`config.mk`:
```
export PLATFORM = sky130hd
export DESIGN_NAME = smb_slave
export DESIGN_NICKNAME = d
export VERILOG_FILES = /design/src/smb_pkg.sv /design/src/smb_mem.sv /design/src/smb_slave.sv
export SDC_FILE = /design/constraint.sdc
export NUM_CORES = 2
export LEC_CHECK = 0
export BUFFER_PORTS_ARGS = -buffer_cell sky130_fd_sc_hd__buf_2
export CAP_MARGIN = 15
export CORE_MARGIN = 8
export CORE_UTILIZATION = 35
export CTS_CLUSTER_SIZE = 40
export DETAILED_ROUTE_END_ITERATION = 16
export HOLD_SLACK_MARGIN = 0.02
export PLACE_DENSITY_LB_ADDON = 0.3
export SLEW_MARGIN = 30
export SYNTH_ARGS = -nofsm -noshare
export SYNTH_HDL_FRONTEND = slang
export SYNTH_SLANG_ARGS = --single-unit
```
`constraint.sdc`:
```
create_clock -name mclk -period 51.8 [get_ports mclk]
set_clock_uncertainty 0.2 [all_clocks]
set_input_delay 12.95 -clock mclk [delete_from_list [all_inputs] [get_ports mclk]]
set_output_delay 12.95 -clock mclk [all_outputs]
set_load 0.005 [all_outputs]
```
`src/smb_pkg.sv`:
```
// Shared constants for the management-bus slave block
package smb_pkg;
	// Timing
	localparam int unsigned CLK_HZ          = 25_000_000;
	localparam int unsigned WRITE_TIME_MS   = 10;
	localparam int unsigned SCR_WRITE_CYCLES = WRITE_TIME_MS * (CLK_HZ / 1000);

	// Sizes
	localparam int unsigned SCR_BYTES = 128;

	// Bus addresses
	localparam logic [6:0] ARA_ADDR = 7'h0c;

	// Thermal sensor command codes
	localparam logic [7:0] CMD_RD_TEMP = 8'h01;
	localparam logic [7:0] CMD_RD_STAT = 8'h02;
	localparam logic [7:0] CMD_RD_CFG  = 8'h03;
	localparam logic [7:0] CMD_RD_RATE = 8'h04;
	localparam logic [7:0] CMD_RD_HIGH = 8'h07;
	localparam logic [7:0] CMD_RD_LOW  = 8'h08;
	localparam logic [7:0] CMD_WR_CFG  = 8'h09;
	localparam logic [7:0] CMD_WR_RATE = 8'h0a;
	localparam logic [7:0] CMD_WR_HIGH = 8'h0d;
	localparam logic [7:0] CMD_WR_LOW  = 8'h0e;
	localparam logic [7:0] CMD_ONESHOT = 8'h0f;
	localparam logic [7:0] CMD_RESET   = 8'h00;

	// Thermal sensor reset values
	localparam logic [7:0] CFG_RESET  = 8'h00;
	localparam logic [7:0] RATE_RESET = 8'h02;
	localparam logic [7:0] HIGH_RESET = 8'h7f;
	localparam logic [7:0] LOW_RESET  = 8'hc9;
	localparam logic [7:0] TEMP_RESET = 8'h00;

	// Field positions
	localparam int unsigned CFG_RUN_STOP = 6;
	localparam int unsigned STAT_BUSY    = 7;
	localparam int unsigned STAT_HIGH    = 4;
	localparam int unsigned STAT_LOW     = 3;
	localparam int unsigned STAT_OPEN    = 2;

	// Protocol state
	typedef enum logic [2:0] {
		ST_IDLE, ST_ADDR, ST_AACK, ST_WR, ST_WACK, ST_RD, ST_RACK
	} smb_state_t;

	// Addressed target
	typedef enum logic [2:0] {
		TG_NONE, TG_ROM, TG_SCR, TG_TS, TG_ARA
	} smb_tgt_t;
endpackage

```
`src/smb_mem.sv`:
```
// Scratch memory: byte storage, address pointer and self-timed write
`timescale 1ns/1ps
`default_nettype none
module smb_mem #(
	parameter int unsigned WRITE_CYCLES = smb_pkg::SCR_WRITE_CYCLES
) (
	// Clock and reset
	input  wire logic       mclk,
	input  wire logic       sys_rst,
	// Pointer control
	input  wire logic       ptr_load,
	input  wire logic [6:0] ptr_val,
	input  wire logic       ptr_inc,
	// Write path
	input  wire logic       wr_en,
	input  wire logic [7:0] wr_data,
	input  wire logic       busy_start,
	// Read path and status
	output logic      [7:0] rdata,
	output logic            busy
);
	import smb_pkg::*;

	localparam int unsigned CW = $clog2(WRITE_CYCLES + 1);

	logic [7:0]    mem [SCR_BYTES];
	logic [6:0]    ptr;
	logic [CW-1:0] busy_cnt;

	// Pointer follows the last access plus one and wraps
	always_ff @(posedge mclk or posedge sys_rst) begin
		if (sys_rst) begin
			ptr <= 7'h00;
		end else if (ptr_load) begin
			ptr <= ptr_val;
		end else if (wr_en || ptr_inc) begin
			ptr <= ptr + 7'h01;
		end
	end

	genvar gi;
	generate
		for (gi = 0; gi < SCR_BYTES; gi++) begin : g_byte
			always_ff @(posedge mclk or posedge sys_rst) begin
				if (sys_rst) begin
					mem[gi] <= 8'h00;
				end else if (wr_en && ptr == 7'(gi)) begin
					mem[gi] <= wr_data;
				end
			end
		end
	endgenerate

	assign rdata = mem[ptr];

	// Self-timed write period
	always_ff @(posedge mclk or posedge sys_rst) begin
		if (sys_rst) begin
			busy_cnt <= '0;
		end else if (busy_start) begin
			busy_cnt <= CW'(WRITE_CYCLES);
		end else if (busy_cnt != '0) begin
			busy_cnt <= busy_cnt - CW'(1);
		end
	end

	assign busy = (busy_cnt != '0);
endmodule
`default_nettype wire

```
`src/smb_slave.sv`:
```
// Management-bus slave: info ROM, scratch memory and thermal sensor
`timescale 1ns/1ps
`default_nettype none
module smb_slave #(
	parameter logic [6:0]  ROM_ADDR         = 7'h50,
	parameter logic [6:0]  SCR_ADDR         = 7'h51,
	parameter logic [6:0]  TS_ADDR          = 7'h18,
	parameter int unsigned SCR_WRITE_CYCLES = smb_pkg::SCR_WRITE_CYCLES
) (
	// Clock and reset
	input  wire logic       mclk,
	input  wire logic       sys_rst,
	// Bus pins
	input  wire logic       scl_in,
	input  wire logic       sda_in,
	output logic            sda_out,
	output logic            sda_oe_n,
	output logic            alert_out,
	output logic            alert_oe_n,
	// Info ROM storage
	output logic      [7:0] rom_index,
	input  wire logic [7:0] rom_rdata,
	// Converter side
	input  wire logic [7:0] temp_in,
	input  wire logic       temp_valid,
	input  wire logic       conv_busy,
	input  wire logic       open_fault,
	output logic            one_shot,
	output logic            run_stop,
	output logic      [7:0] conv_rate
);
	import smb_pkg::*;

	smb_state_t state;
	smb_tgt_t   tgt;
	logic       scl_q, scl_p, sda_q, sda_p;
	logic       scl_rise, scl_fall, start_cond, stop_cond;
	logic [3:0] bitcnt;
	logic [7:0] shreg, txsh, tx_byte;
	logic [1:0] nbytes;
	logic       rd_dir;
	logic [7:0] ts_cmd, cfg, high_lim, low_lim, temp;
	logic       hi_flag, lo_flag, ara_done, scr_wr_pend;
	logic       hi_now, lo_now, stat_read, byte_done;
	logic       scr_ptr_load, scr_wr, scr_ptr_inc, scr_busy_start, scr_busy;
	logic [7:0] scr_rdata;

	// Returns the sensor register that a read command selects
	function automatic logic [7:0] ts_read(input logic [7:0] cmd, input logic [7:0] stat);
		logic [7:0] v;
		v = 8'h00;
		unique case (cmd)
			CMD_RD_TEMP: v = temp;
			CMD_RD_STAT: v = stat;
			CMD_RD_CFG:  v = cfg;
			CMD_RD_RATE: v = conv_rate;
			CMD_RD_HIGH: v = high_lim;
			CMD_RD_LOW:  v = low_lim;
			default:     v = 8'h00;
		endcase
		return v;
	endfunction

	// Input sampling and bus condition detect
	always_ff @(posedge mclk or posedge sys_rst) begin
		if (sys_rst) begin
			scl_q <= 1'b1;
			scl_p <= 1'b1;
			sda_q <= 1'b1;
			sda_p <= 1'b1;
		end else begin
			scl_q <= scl_in;
			scl_p <= scl_q;
			sda_q <= sda_in;
			sda_p <= sda_q;
		end
	end

	assign scl_rise   = scl_q & ~scl_p;
	assign scl_fall   = ~scl_q & scl_p;
	assign start_cond = scl_q & scl_p & sda_p & ~sda_q;
	assign stop_cond  = scl_q & scl_p & ~sda_p & sda_q;

	// Byte to transmit for the current target
	always_comb begin
		tx_byte = 8'hff;
		unique case (tgt)
			TG_ROM: tx_byte = rom_rdata;
			TG_SCR: tx_byte = scr_rdata;
			// receive returns register of last command byte, 00 for a non-read command
			TG_TS:  tx_byte = ts_read(ts_cmd, {conv_busy, 2'b00, hi_flag, lo_flag, open_fault, 2'b00});
			// own address in upper seven bits
			TG_ARA: tx_byte = {TS_ADDR, 1'b1};
			TG_NONE: tx_byte = 8'hff;
		endcase
	end

	// Read byte delivered to the host
	assign byte_done = scl_fall && state == ST_RD && bitcnt == 4'h8;
	assign stat_read = byte_done && tgt == TG_TS && ts_cmd == CMD_RD_STAT;

	// Protocol engine
	always_ff @(posedge mclk or posedge sys_rst) begin
		if (sys_rst) begin
			state    <= ST_IDLE;
			tgt      <= TG_NONE;
			bitcnt   <= 4'h0;
			shreg    <= 8'h00;
			txsh     <= 8'hff;
			rd_dir   <= 1'b0;
			nbytes   <= 2'h0;
			sda_oe_n <= 1'b1;
		end else if (start_cond) begin
			state    <= ST_ADDR;
			bitcnt   <= 4'h0;
			nbytes   <= 2'h0;
			sda_oe_n <= 1'b1;
		end else if (stop_cond) begin
			state    <= ST_IDLE;
			tgt      <= TG_NONE;
			sda_oe_n <= 1'b1;
		end else if (scl_rise) begin
			if (state == ST_ADDR || state == ST_WR || state == ST_RD) begin
				shreg  <= {shreg[6:0], sda_q};
				bitcnt <= bitcnt + 4'h1;
			end else if (state == ST_RACK) begin
				shreg  <= {shreg[6:0], sda_q};
			end
		end else if (scl_fall) begin
			unique case (state)
				ST_IDLE: begin
					sda_oe_n <= 1'b1;
				end
				ST_ADDR: begin
					if (bitcnt == 4'h8) begin
						rd_dir <= shreg[0];
						bitcnt <= 4'h0;
						state  <= ST_AACK;
						sda_oe_n <= 1'b0;
						if (shreg[7:1] == SCR_ADDR && !scr_busy) begin
							tgt <= TG_SCR;
						end else if (shreg[7:1] == ROM_ADDR) begin
							tgt <= TG_ROM;
						end else if (shreg[7:1] == TS_ADDR) begin
							tgt <= TG_TS;
						// answer alert response only if alerting
						end else if (shreg[7:1] == ARA_ADDR && shreg[0] && (hi_flag || lo_flag) && !ara_done) begin
							tgt <= TG_ARA;
						end else begin
							tgt      <= TG_NONE;
							state    <= ST_IDLE;
							sda_oe_n <= 1'b1;
						end
					end
				end
				ST_AACK: begin
					bitcnt <= 4'h0;
					if (rd_dir) begin
						state    <= ST_RD;
						txsh     <= tx_byte;
						sda_oe_n <= tx_byte[7];
					end else begin
						state    <= ST_WR;
						sda_oe_n <= 1'b1;
					end
				end
				ST_WR: begin
					if (bitcnt == 4'h8) begin
						bitcnt <= 4'h0;
						state  <= ST_WACK;
						if (nbytes != 2'h3) begin
							nbytes <= nbytes + 2'h1;
						end
						// sensor acknowledges command and data bytes
						// acknowledge offset and data; ROM refuses data
						if (nbytes == 2'h0 || (nbytes == 2'h1 && (tgt == TG_SCR || tgt == TG_TS))) begin
							sda_oe_n <= 1'b0;
						end else begin
							sda_oe_n <= 1'b1;
						end
					end
				end
				ST_WACK: begin
					state    <= ST_WR;
					sda_oe_n <= 1'b1;
				end
				ST_RD: begin
					if (bitcnt == 4'h8) begin
						state    <= ST_RACK;
						sda_oe_n <= 1'b1;
					end else begin
						txsh     <= {txsh[6:0], 1'b1};
						sda_oe_n <= txsh[6];
					end
				end
				ST_RACK: begin
					bitcnt <= 4'h0;
					if (shreg[0]) begin
						state    <= ST_IDLE;
						sda_oe_n <= 1'b1;
					end else begin
						state    <= ST_RD;
						txsh     <= tx_byte;
						sda_oe_n <= tx_byte[7];
					end
				end
			endcase
		end
	end

	// Accepted write byte strobes
	logic wr_byte;
	assign wr_byte = scl_fall && state == ST_WR && bitcnt == 4'h8;

	// send byte loads the pointer only
	assign scr_ptr_load = wr_byte && tgt == TG_SCR && nbytes == 2'h0;
	assign scr_wr       = wr_byte && tgt == TG_SCR && nbytes == 2'h1;
	assign scr_ptr_inc  = byte_done && tgt == TG_SCR;

	// ROM pointer load; advance with wrap
	always_ff @(posedge mclk or posedge sys_rst) begin
		if (sys_rst) begin
			rom_index <= 8'h00;
		end else if (wr_byte && tgt == TG_ROM && nbytes == 2'h0) begin
			rom_index <= shreg;
		end else if (byte_done && tgt == TG_ROM) begin
			rom_index <= rom_index + 8'h01;
		end
	end

	// timed write begins at the stop after the data byte
	always_ff @(posedge mclk or posedge sys_rst) begin
		if (sys_rst) begin
			scr_wr_pend <= 1'b0;
		end else if (scr_wr) begin
			scr_wr_pend <= 1'b1;
		end else if (stop_cond || start_cond) begin
			scr_wr_pend <= 1'b0;
		end
	end

	assign scr_busy_start = stop_cond && scr_wr_pend;

	// repeated start keeps the loaded pointer for the read
	smb_mem #(
		.WRITE_CYCLES(SCR_WRITE_CYCLES)
	) u_scr (
		.mclk       (mclk),
		.sys_rst    (sys_rst),
		.ptr_load   (scr_ptr_load),
		.ptr_val    (shreg[6:0]),
		.ptr_inc    (scr_ptr_inc),
		.wr_en      (scr_wr),
		.wr_data    (shreg),
		.busy_start (scr_busy_start),
		.rdata      (scr_rdata),
		.busy       (scr_busy)
	);

	always_ff @(posedge mclk or posedge sys_rst) begin
		if (sys_rst) begin
			ts_cmd    <= CMD_RESET;
			cfg       <= CFG_RESET;
			conv_rate <= RATE_RESET;
			high_lim  <= HIGH_RESET;
			low_lim   <= LOW_RESET;
		end else if (wr_byte && tgt == TG_TS) begin
			if (nbytes == 2'h0) begin
				ts_cmd <= shreg;
			end else if (nbytes == 2'h1) begin
				unique case (ts_cmd)
					CMD_WR_CFG:  cfg <= shreg;
					CMD_WR_RATE: conv_rate <= shreg;
					CMD_WR_HIGH: high_lim <= shreg;
					CMD_WR_LOW:  low_lim <= shreg;
					default:     cfg <= cfg;
				endcase
			end
		end
	end

	logic ts_send;
	always_ff @(posedge mclk or posedge sys_rst) begin
		if (sys_rst) begin
			ts_send  <= 1'b0;
			one_shot <= 1'b0;
			run_stop <= 1'b0;
		end else begin
			if (start_cond) begin
				ts_send <= 1'b0;
			end else if (wr_byte && tgt == TG_TS) begin
				ts_send <= (nbytes == 2'h0);
			end
			one_shot <= stop_cond && ts_send && ts_cmd == CMD_ONESHOT;
			run_stop <= cfg[CFG_RUN_STOP];
		end
	end

	always_ff @(posedge mclk or posedge sys_rst) begin
		if (sys_rst) begin
			temp <= TEMP_RESET;
		end else if (temp_valid) begin
			temp <= temp_in;
		end
	end

	assign hi_now = $signed(temp) >= $signed(high_lim);
	assign lo_now = $signed(temp) <= $signed(low_lim);

	// sticky flags, a set beats the status-read clear
	always_ff @(posedge mclk or posedge sys_rst) begin
		if (sys_rst) begin
			hi_flag <= 1'b0;
			lo_flag <= 1'b0;
		end else begin
			hi_flag <= hi_now || (hi_flag && !stat_read);
			lo_flag <= lo_now || (lo_flag && !stat_read);
		end
	end

	// alert released once the response address read is answered
	always_ff @(posedge mclk or posedge sys_rst) begin
		if (sys_rst) begin
			ara_done <= 1'b0;
		end else if (byte_done && tgt == TG_ARA) begin
			ara_done <= 1'b1;
		end else if (!hi_flag && !lo_flag) begin
			ara_done <= 1'b0;
		end
	end

	always_ff @(posedge mclk or posedge sys_rst) begin
		if (sys_rst) begin
			alert_oe_n <= 1'b1;
			alert_out  <= 1'b0;
			sda_out    <= 1'b0;
		end else begin
			alert_oe_n <= !((hi_flag || lo_flag) && !ara_done);
			alert_out  <= 1'b0;
			sda_out    <= 1'b0;
		end
	end
endmodule
`default_nettype wire

```
# Word-level counts from Yosys, hierarchy flattened
# Cells that the tools add are included.
# op_classes
n_addsub,5
order_cmp,3
eq_ne,167
n_mux,75
bitwise_logic,16
reduce_logical,210
# op_table
op,count
$eq 7x7->1 const B,66
$eq 7x6->1 const B,32
$logic_and 1x1->1,155
$eq 7x5->1 const B,17
$eq 7x4->1 const B,9
$bmux 8 s7,1
$mux 3,18
$eq 8x4->1 const B,6
$mux 8,6
$pmux 8 s6,1
$pmux 8 s5,1
$mux 18,2
$mux 7,5
$eq 7x3->1 const B,4
$reduce_bool 2->1,14
$mux 4,6
$reduce_and 4->1,6
$mux 2,11
$pmux 7 s3,1
$mux 1,20
$pmux 3 s6,1
$reduce_and 6->1,3
$reduce_bool 18->1,1
$sub 18x1->18 const B,1
other kinds (39),89
# totals
reg_bits,1146
out_inout_bits,22
word_cells,633

# Logic depth before layout (Yosys ltp)
# logic_depth
depth_word,14
mapped_depth,12
mapped_depth_nobuf,9

# Hierarchy
# From an unflattened synthesis, not the netlist that was laid out.
# hier_totals
hier_cells,3863
hier_area_um2,54664.9
# modules_own_cells
mod,n_inst,cells_per_inst,area_each_um2
smb_mem,1,3291,48866.9
smb_slave,1,572,5798.1

# Worst setup path after synthesis
# No wires, ideal clock.
# synth_timing
kind,input port to flip-flop
from,input port conv_busy
to,register sda_oe_n
t_arrival_ps,14013
required_ps,51506
slack_ps,37493
path_stages,6
n_path_buf,0
cell_sequence,a22o_1 > a221oi_1 > a21oi_1 > nor4b_1 > a31o_1 > a211oi_1
# synth_between
elab_chain_len,8
elab_cells_between_ends,9
# synth_lines
item,line,source
start: declaration,smb_slave.sv:26,"input wire logic conv_busy,"
$pmux 8 s6 *,smb_slave.sv:52,unique case (cmd)
$pmux 8 s5 *,smb_slave.sv:87,unique case (tgt)
"$mux 1, on equally long branches","smb_slave.sv:198, smb_slave.sv:158",
$pmux 1 s6 *,smb_slave.sv:130,unique case (state)
$mux 1 *,smb_slave.sv:129,end else if (scl_fall) begin
$mux 1 *,smb_slave.sv:122,end else if (scl_rise) begin
$mux 1 *,smb_slave.sv:118,end else if (stop_cond) begin
$mux 1 *,smb_slave.sv:113,end else if (start_cond) begin
end signal: assignment,smb_slave.sv:161,sda_oe_n <= tx_byte[7];
end signal: assignment,smb_slave.sv:193,sda_oe_n <= txsh[6];
end signal: assignment,smb_slave.sv:204,sda_oe_n <= tx_byte[7];
end: declaration,smb_slave.sv:17,"output logic sda_oe_n,"
# Mark *: on every way between the ends. The rest lies on a longest branch, timed or not. The select of a mux whose other input is x is not followed.
# A chain may end at the register's enable or synchronous reset.

==> flow_summary.ini <==
[run_status]
status = complete, no violations

[clock_network]
ctsHoldBuffers = 0
clock_latency_ns = 0.75
root_buffer = clkbuf_16
ctsResizeCount = 0
clockBufferDepth = 3
cts_made_buffers = 130
cts_tree = done
cts_setup_buffers = 0
htreeDepth = 4
path_clk_slew_ns = 0.06
cts_sinks = 1146

[timing]
setup_viol = 0
finalCritPeriodShare = 0.313
rsz0062_at_grt = no
hold_violations = 0
relSlewSlack = 0.325
tightest_slew_ns = 1.01
slew_viol_final = 0
fin_crit_ns = 16.19
fmax_mhz = 61.8
tns_ns = 0

[worst_setup_path]
worst_ep_required_time_ns = 52.39
path_max_fanout = 90
cp_data_arrival_time_ns = 16.78
path_class = in2async
critPathCaptureType = async pin
cp-start-kind = input pin

[cells_and_area]
final_cell_mix = dfrtp_1 (1108), mux2_2 (1101), mux4_2 (284)
syn_to_final_growth_pct = 11.8
regArea_sq_um = 28800
drive_gt1_frac = 0.472
multi_input_area_sq_um = 23600
antenna_cells = 0
layout_commonest_cell = dfrtp_1
nets = 3649
num-fill-cells = 14004

[yosys]
synth_warnings = 0
synth_top_family_by_area = multiplexers
yosysTopAreaCell = dfrtp_1
netlist-cell-type-count = 79
synth-xor-area-share = 0.00245
synth_mux_area_frac = 0.358
synth-async-reset-ratio = 1.00
synth.area.top_cells = dfrtp_1 (52%), mux2_2 (23%), mux4_2 (12%)
synthAdderAreaFrac = 0.00724
synth_top_area_frac = 0.524
synth_edf_count = 0
syn_area_per_cell_sq_um = 14.7
yosys.area_share.simple = 0.0422
synth_compound_area_frac = 0.0292
ys_ff_latch = 1146
synth_sequential_area_ratio = 0.536
syn_area_sq_um = 53600
yosys_most_used_dff = dfrtp_1
synth_cells = 3633

[pwr]
ir_drop_uv = 39.3
p_total_w = 0.00196
power_leakage_nw = 28.1
p_per_area_nw_per_um2 = 32.7

[routing]
firstDrtPassIters = 5
wirelength_um = 143000
drtAntennaViolNets = 0
vias = 31415
via_per_inst = 5.49
first_iter_violations = 2388
wl_per_cell_um = 25.1
drc = 0

[global_route]
antenna_found_initial = 5
grt_use_total = 0.171
grt_pass1_wl_um = 220000
grt_pass1_vias = 32680
grt_overflow_total = 0
grt_max_degree = 171

[flow_run]
drv_cap = 0

[die]
die_area_sq_um = 166000
coreArea_sq_um = 152000
start_util = 0.353
die_height_um = 407
dieWidth_um = 407
rows = 143
ios = 45

[placed_design]
port-buffer-count = 42
dp_hpwl_um = 88400
place_congestion = 0.822

[min_path]
min_path_type = reg2reg
[power breakdown]
| part | switching, W | internal [W] | total (W) |
|---|---|---|---|
| Combinational | 0.0000853 | 0.0000174 | 0.000103 |
| Clock | 0.000367 | 0.000534 | 0.000901 |
| Sequential | 0.0000559 | 0.000900 | 0.000956 |
| Total | 0.000508 | 0.00145 | 0.00196 |
[per-stage QoR]
stage          hold WS, ns  worst slack [ns]  cells  cell area [sq um]  utilization
2_1_floorplan        0.165              6.42   3634              53600            -
3_3_place_gp         0.190             34.12   5490              55700        0.366
3_5_place_dp         0.188             34.13   5490              55700        0.367
4_1_cts              0.197             34.92   5716              59800        0.394
5_1_grt              0.207             35.04   5719              59900        0.395
6_report             0.194             35.61   5719              59900        0.395
[cells by family after synthesis]
| family | Yosys count |
|---|---|
| AND/OR/NAND/NOR | 473 |
| XOR/XNOR | 15 |
| adder cells (fa/ha/maj) | 31 |
| other | 1 |
| flip-flops | 1146 |
| AO/OA/AOI/OAI | 234 |
| multiplexers | 1422 |
| buffers and inverters | 311 |
[cell usage after synthesis, drive strengths merged (7+ instances only)]
master	number
a211oi	10
a21oi	53
a221oi	12
a22o	7
a22oi	18
a31oi	7
and2	23
and3	8
buf	90
clkbuf	179
dfrtp	1121
dfstp	25
ha	31
inv	40
mux2	1105
mux2i	33
mux4	284
nand2	214
nand2b	17
nand3	26
nand4	12
nor2	76
nor2b	16
nor3	30
nor4	17
o21ai	45
o22ai	20
or3	7
xnor2	11
[worst max-delay path: stages]
cell	delay, ns
buf_2	0.14
inv_8	0.21
buf_16	0.40
buf_4	0.76
buf_6	0.62
buf_4	0.77
buf_6	0.62
[layout make-up]
type | instances | share of cell area
repair buffers | 98 | 0.0126
clock buffers | 199 | 0.0648
multi-input cells | 2177 | 0.393
well taps | 2030 | 0.0424
inverters | 42 | 0.00280
flip-flops and latches | 1146 | 0.480
clock inverters | 27 | 0.00430
[final timing paths]
path / slack (ns) / cells after the start / endpoint / start
max: 35.61 / 7 / u_scr.mem[614]$_DFFE_PP0P_ / sys_rst
min in group asynchronous: 11.98 / 2 / u_scr.mem[920]$_DFFE_PP0P_ / sys_rst
min: 0.19 / 0 / scl_p$_DFF_PP1_ / scl_q$_DFF_PP1_
min reg2reg: 0.19 / 0 / scl_p$_DFF_PP1_ / scl_q$_DFF_PP1_
max reg2reg: 46.85 / 8 / txsh[1]$_DFFE_PP1P_ / u_scr.ptr[1]$_DFFE_PP0P_
max in group mclk: 37.26 / 1 / sda_oe_n / sda_oe_n$_DFFE_PP1P_
[per-layer routing]
metal | global-route usage | share of wire | vias up
met2 | 0.271 | 0.47 | 703
met5 | 0 | 0.00010 | -
met3 | 0.0296 | 0.047 | 231
li1 | - | - | 13445
met4 | 0.0549 | 0.031 | 2
met1 | 0.240 | 0.45 | 17034
[state kept, by name, summed over array words and instances (netlist names), 8 cells and up]
name,flops
cfg,8
rom_index,8
ts_cmd,8
u_scr.busy_cnt,18
shreg,8
temp,8
high_lim,8
u_scr.mem,1024
low_lim,8
conv_rate,8
Power figures use the tool's default switching activity.
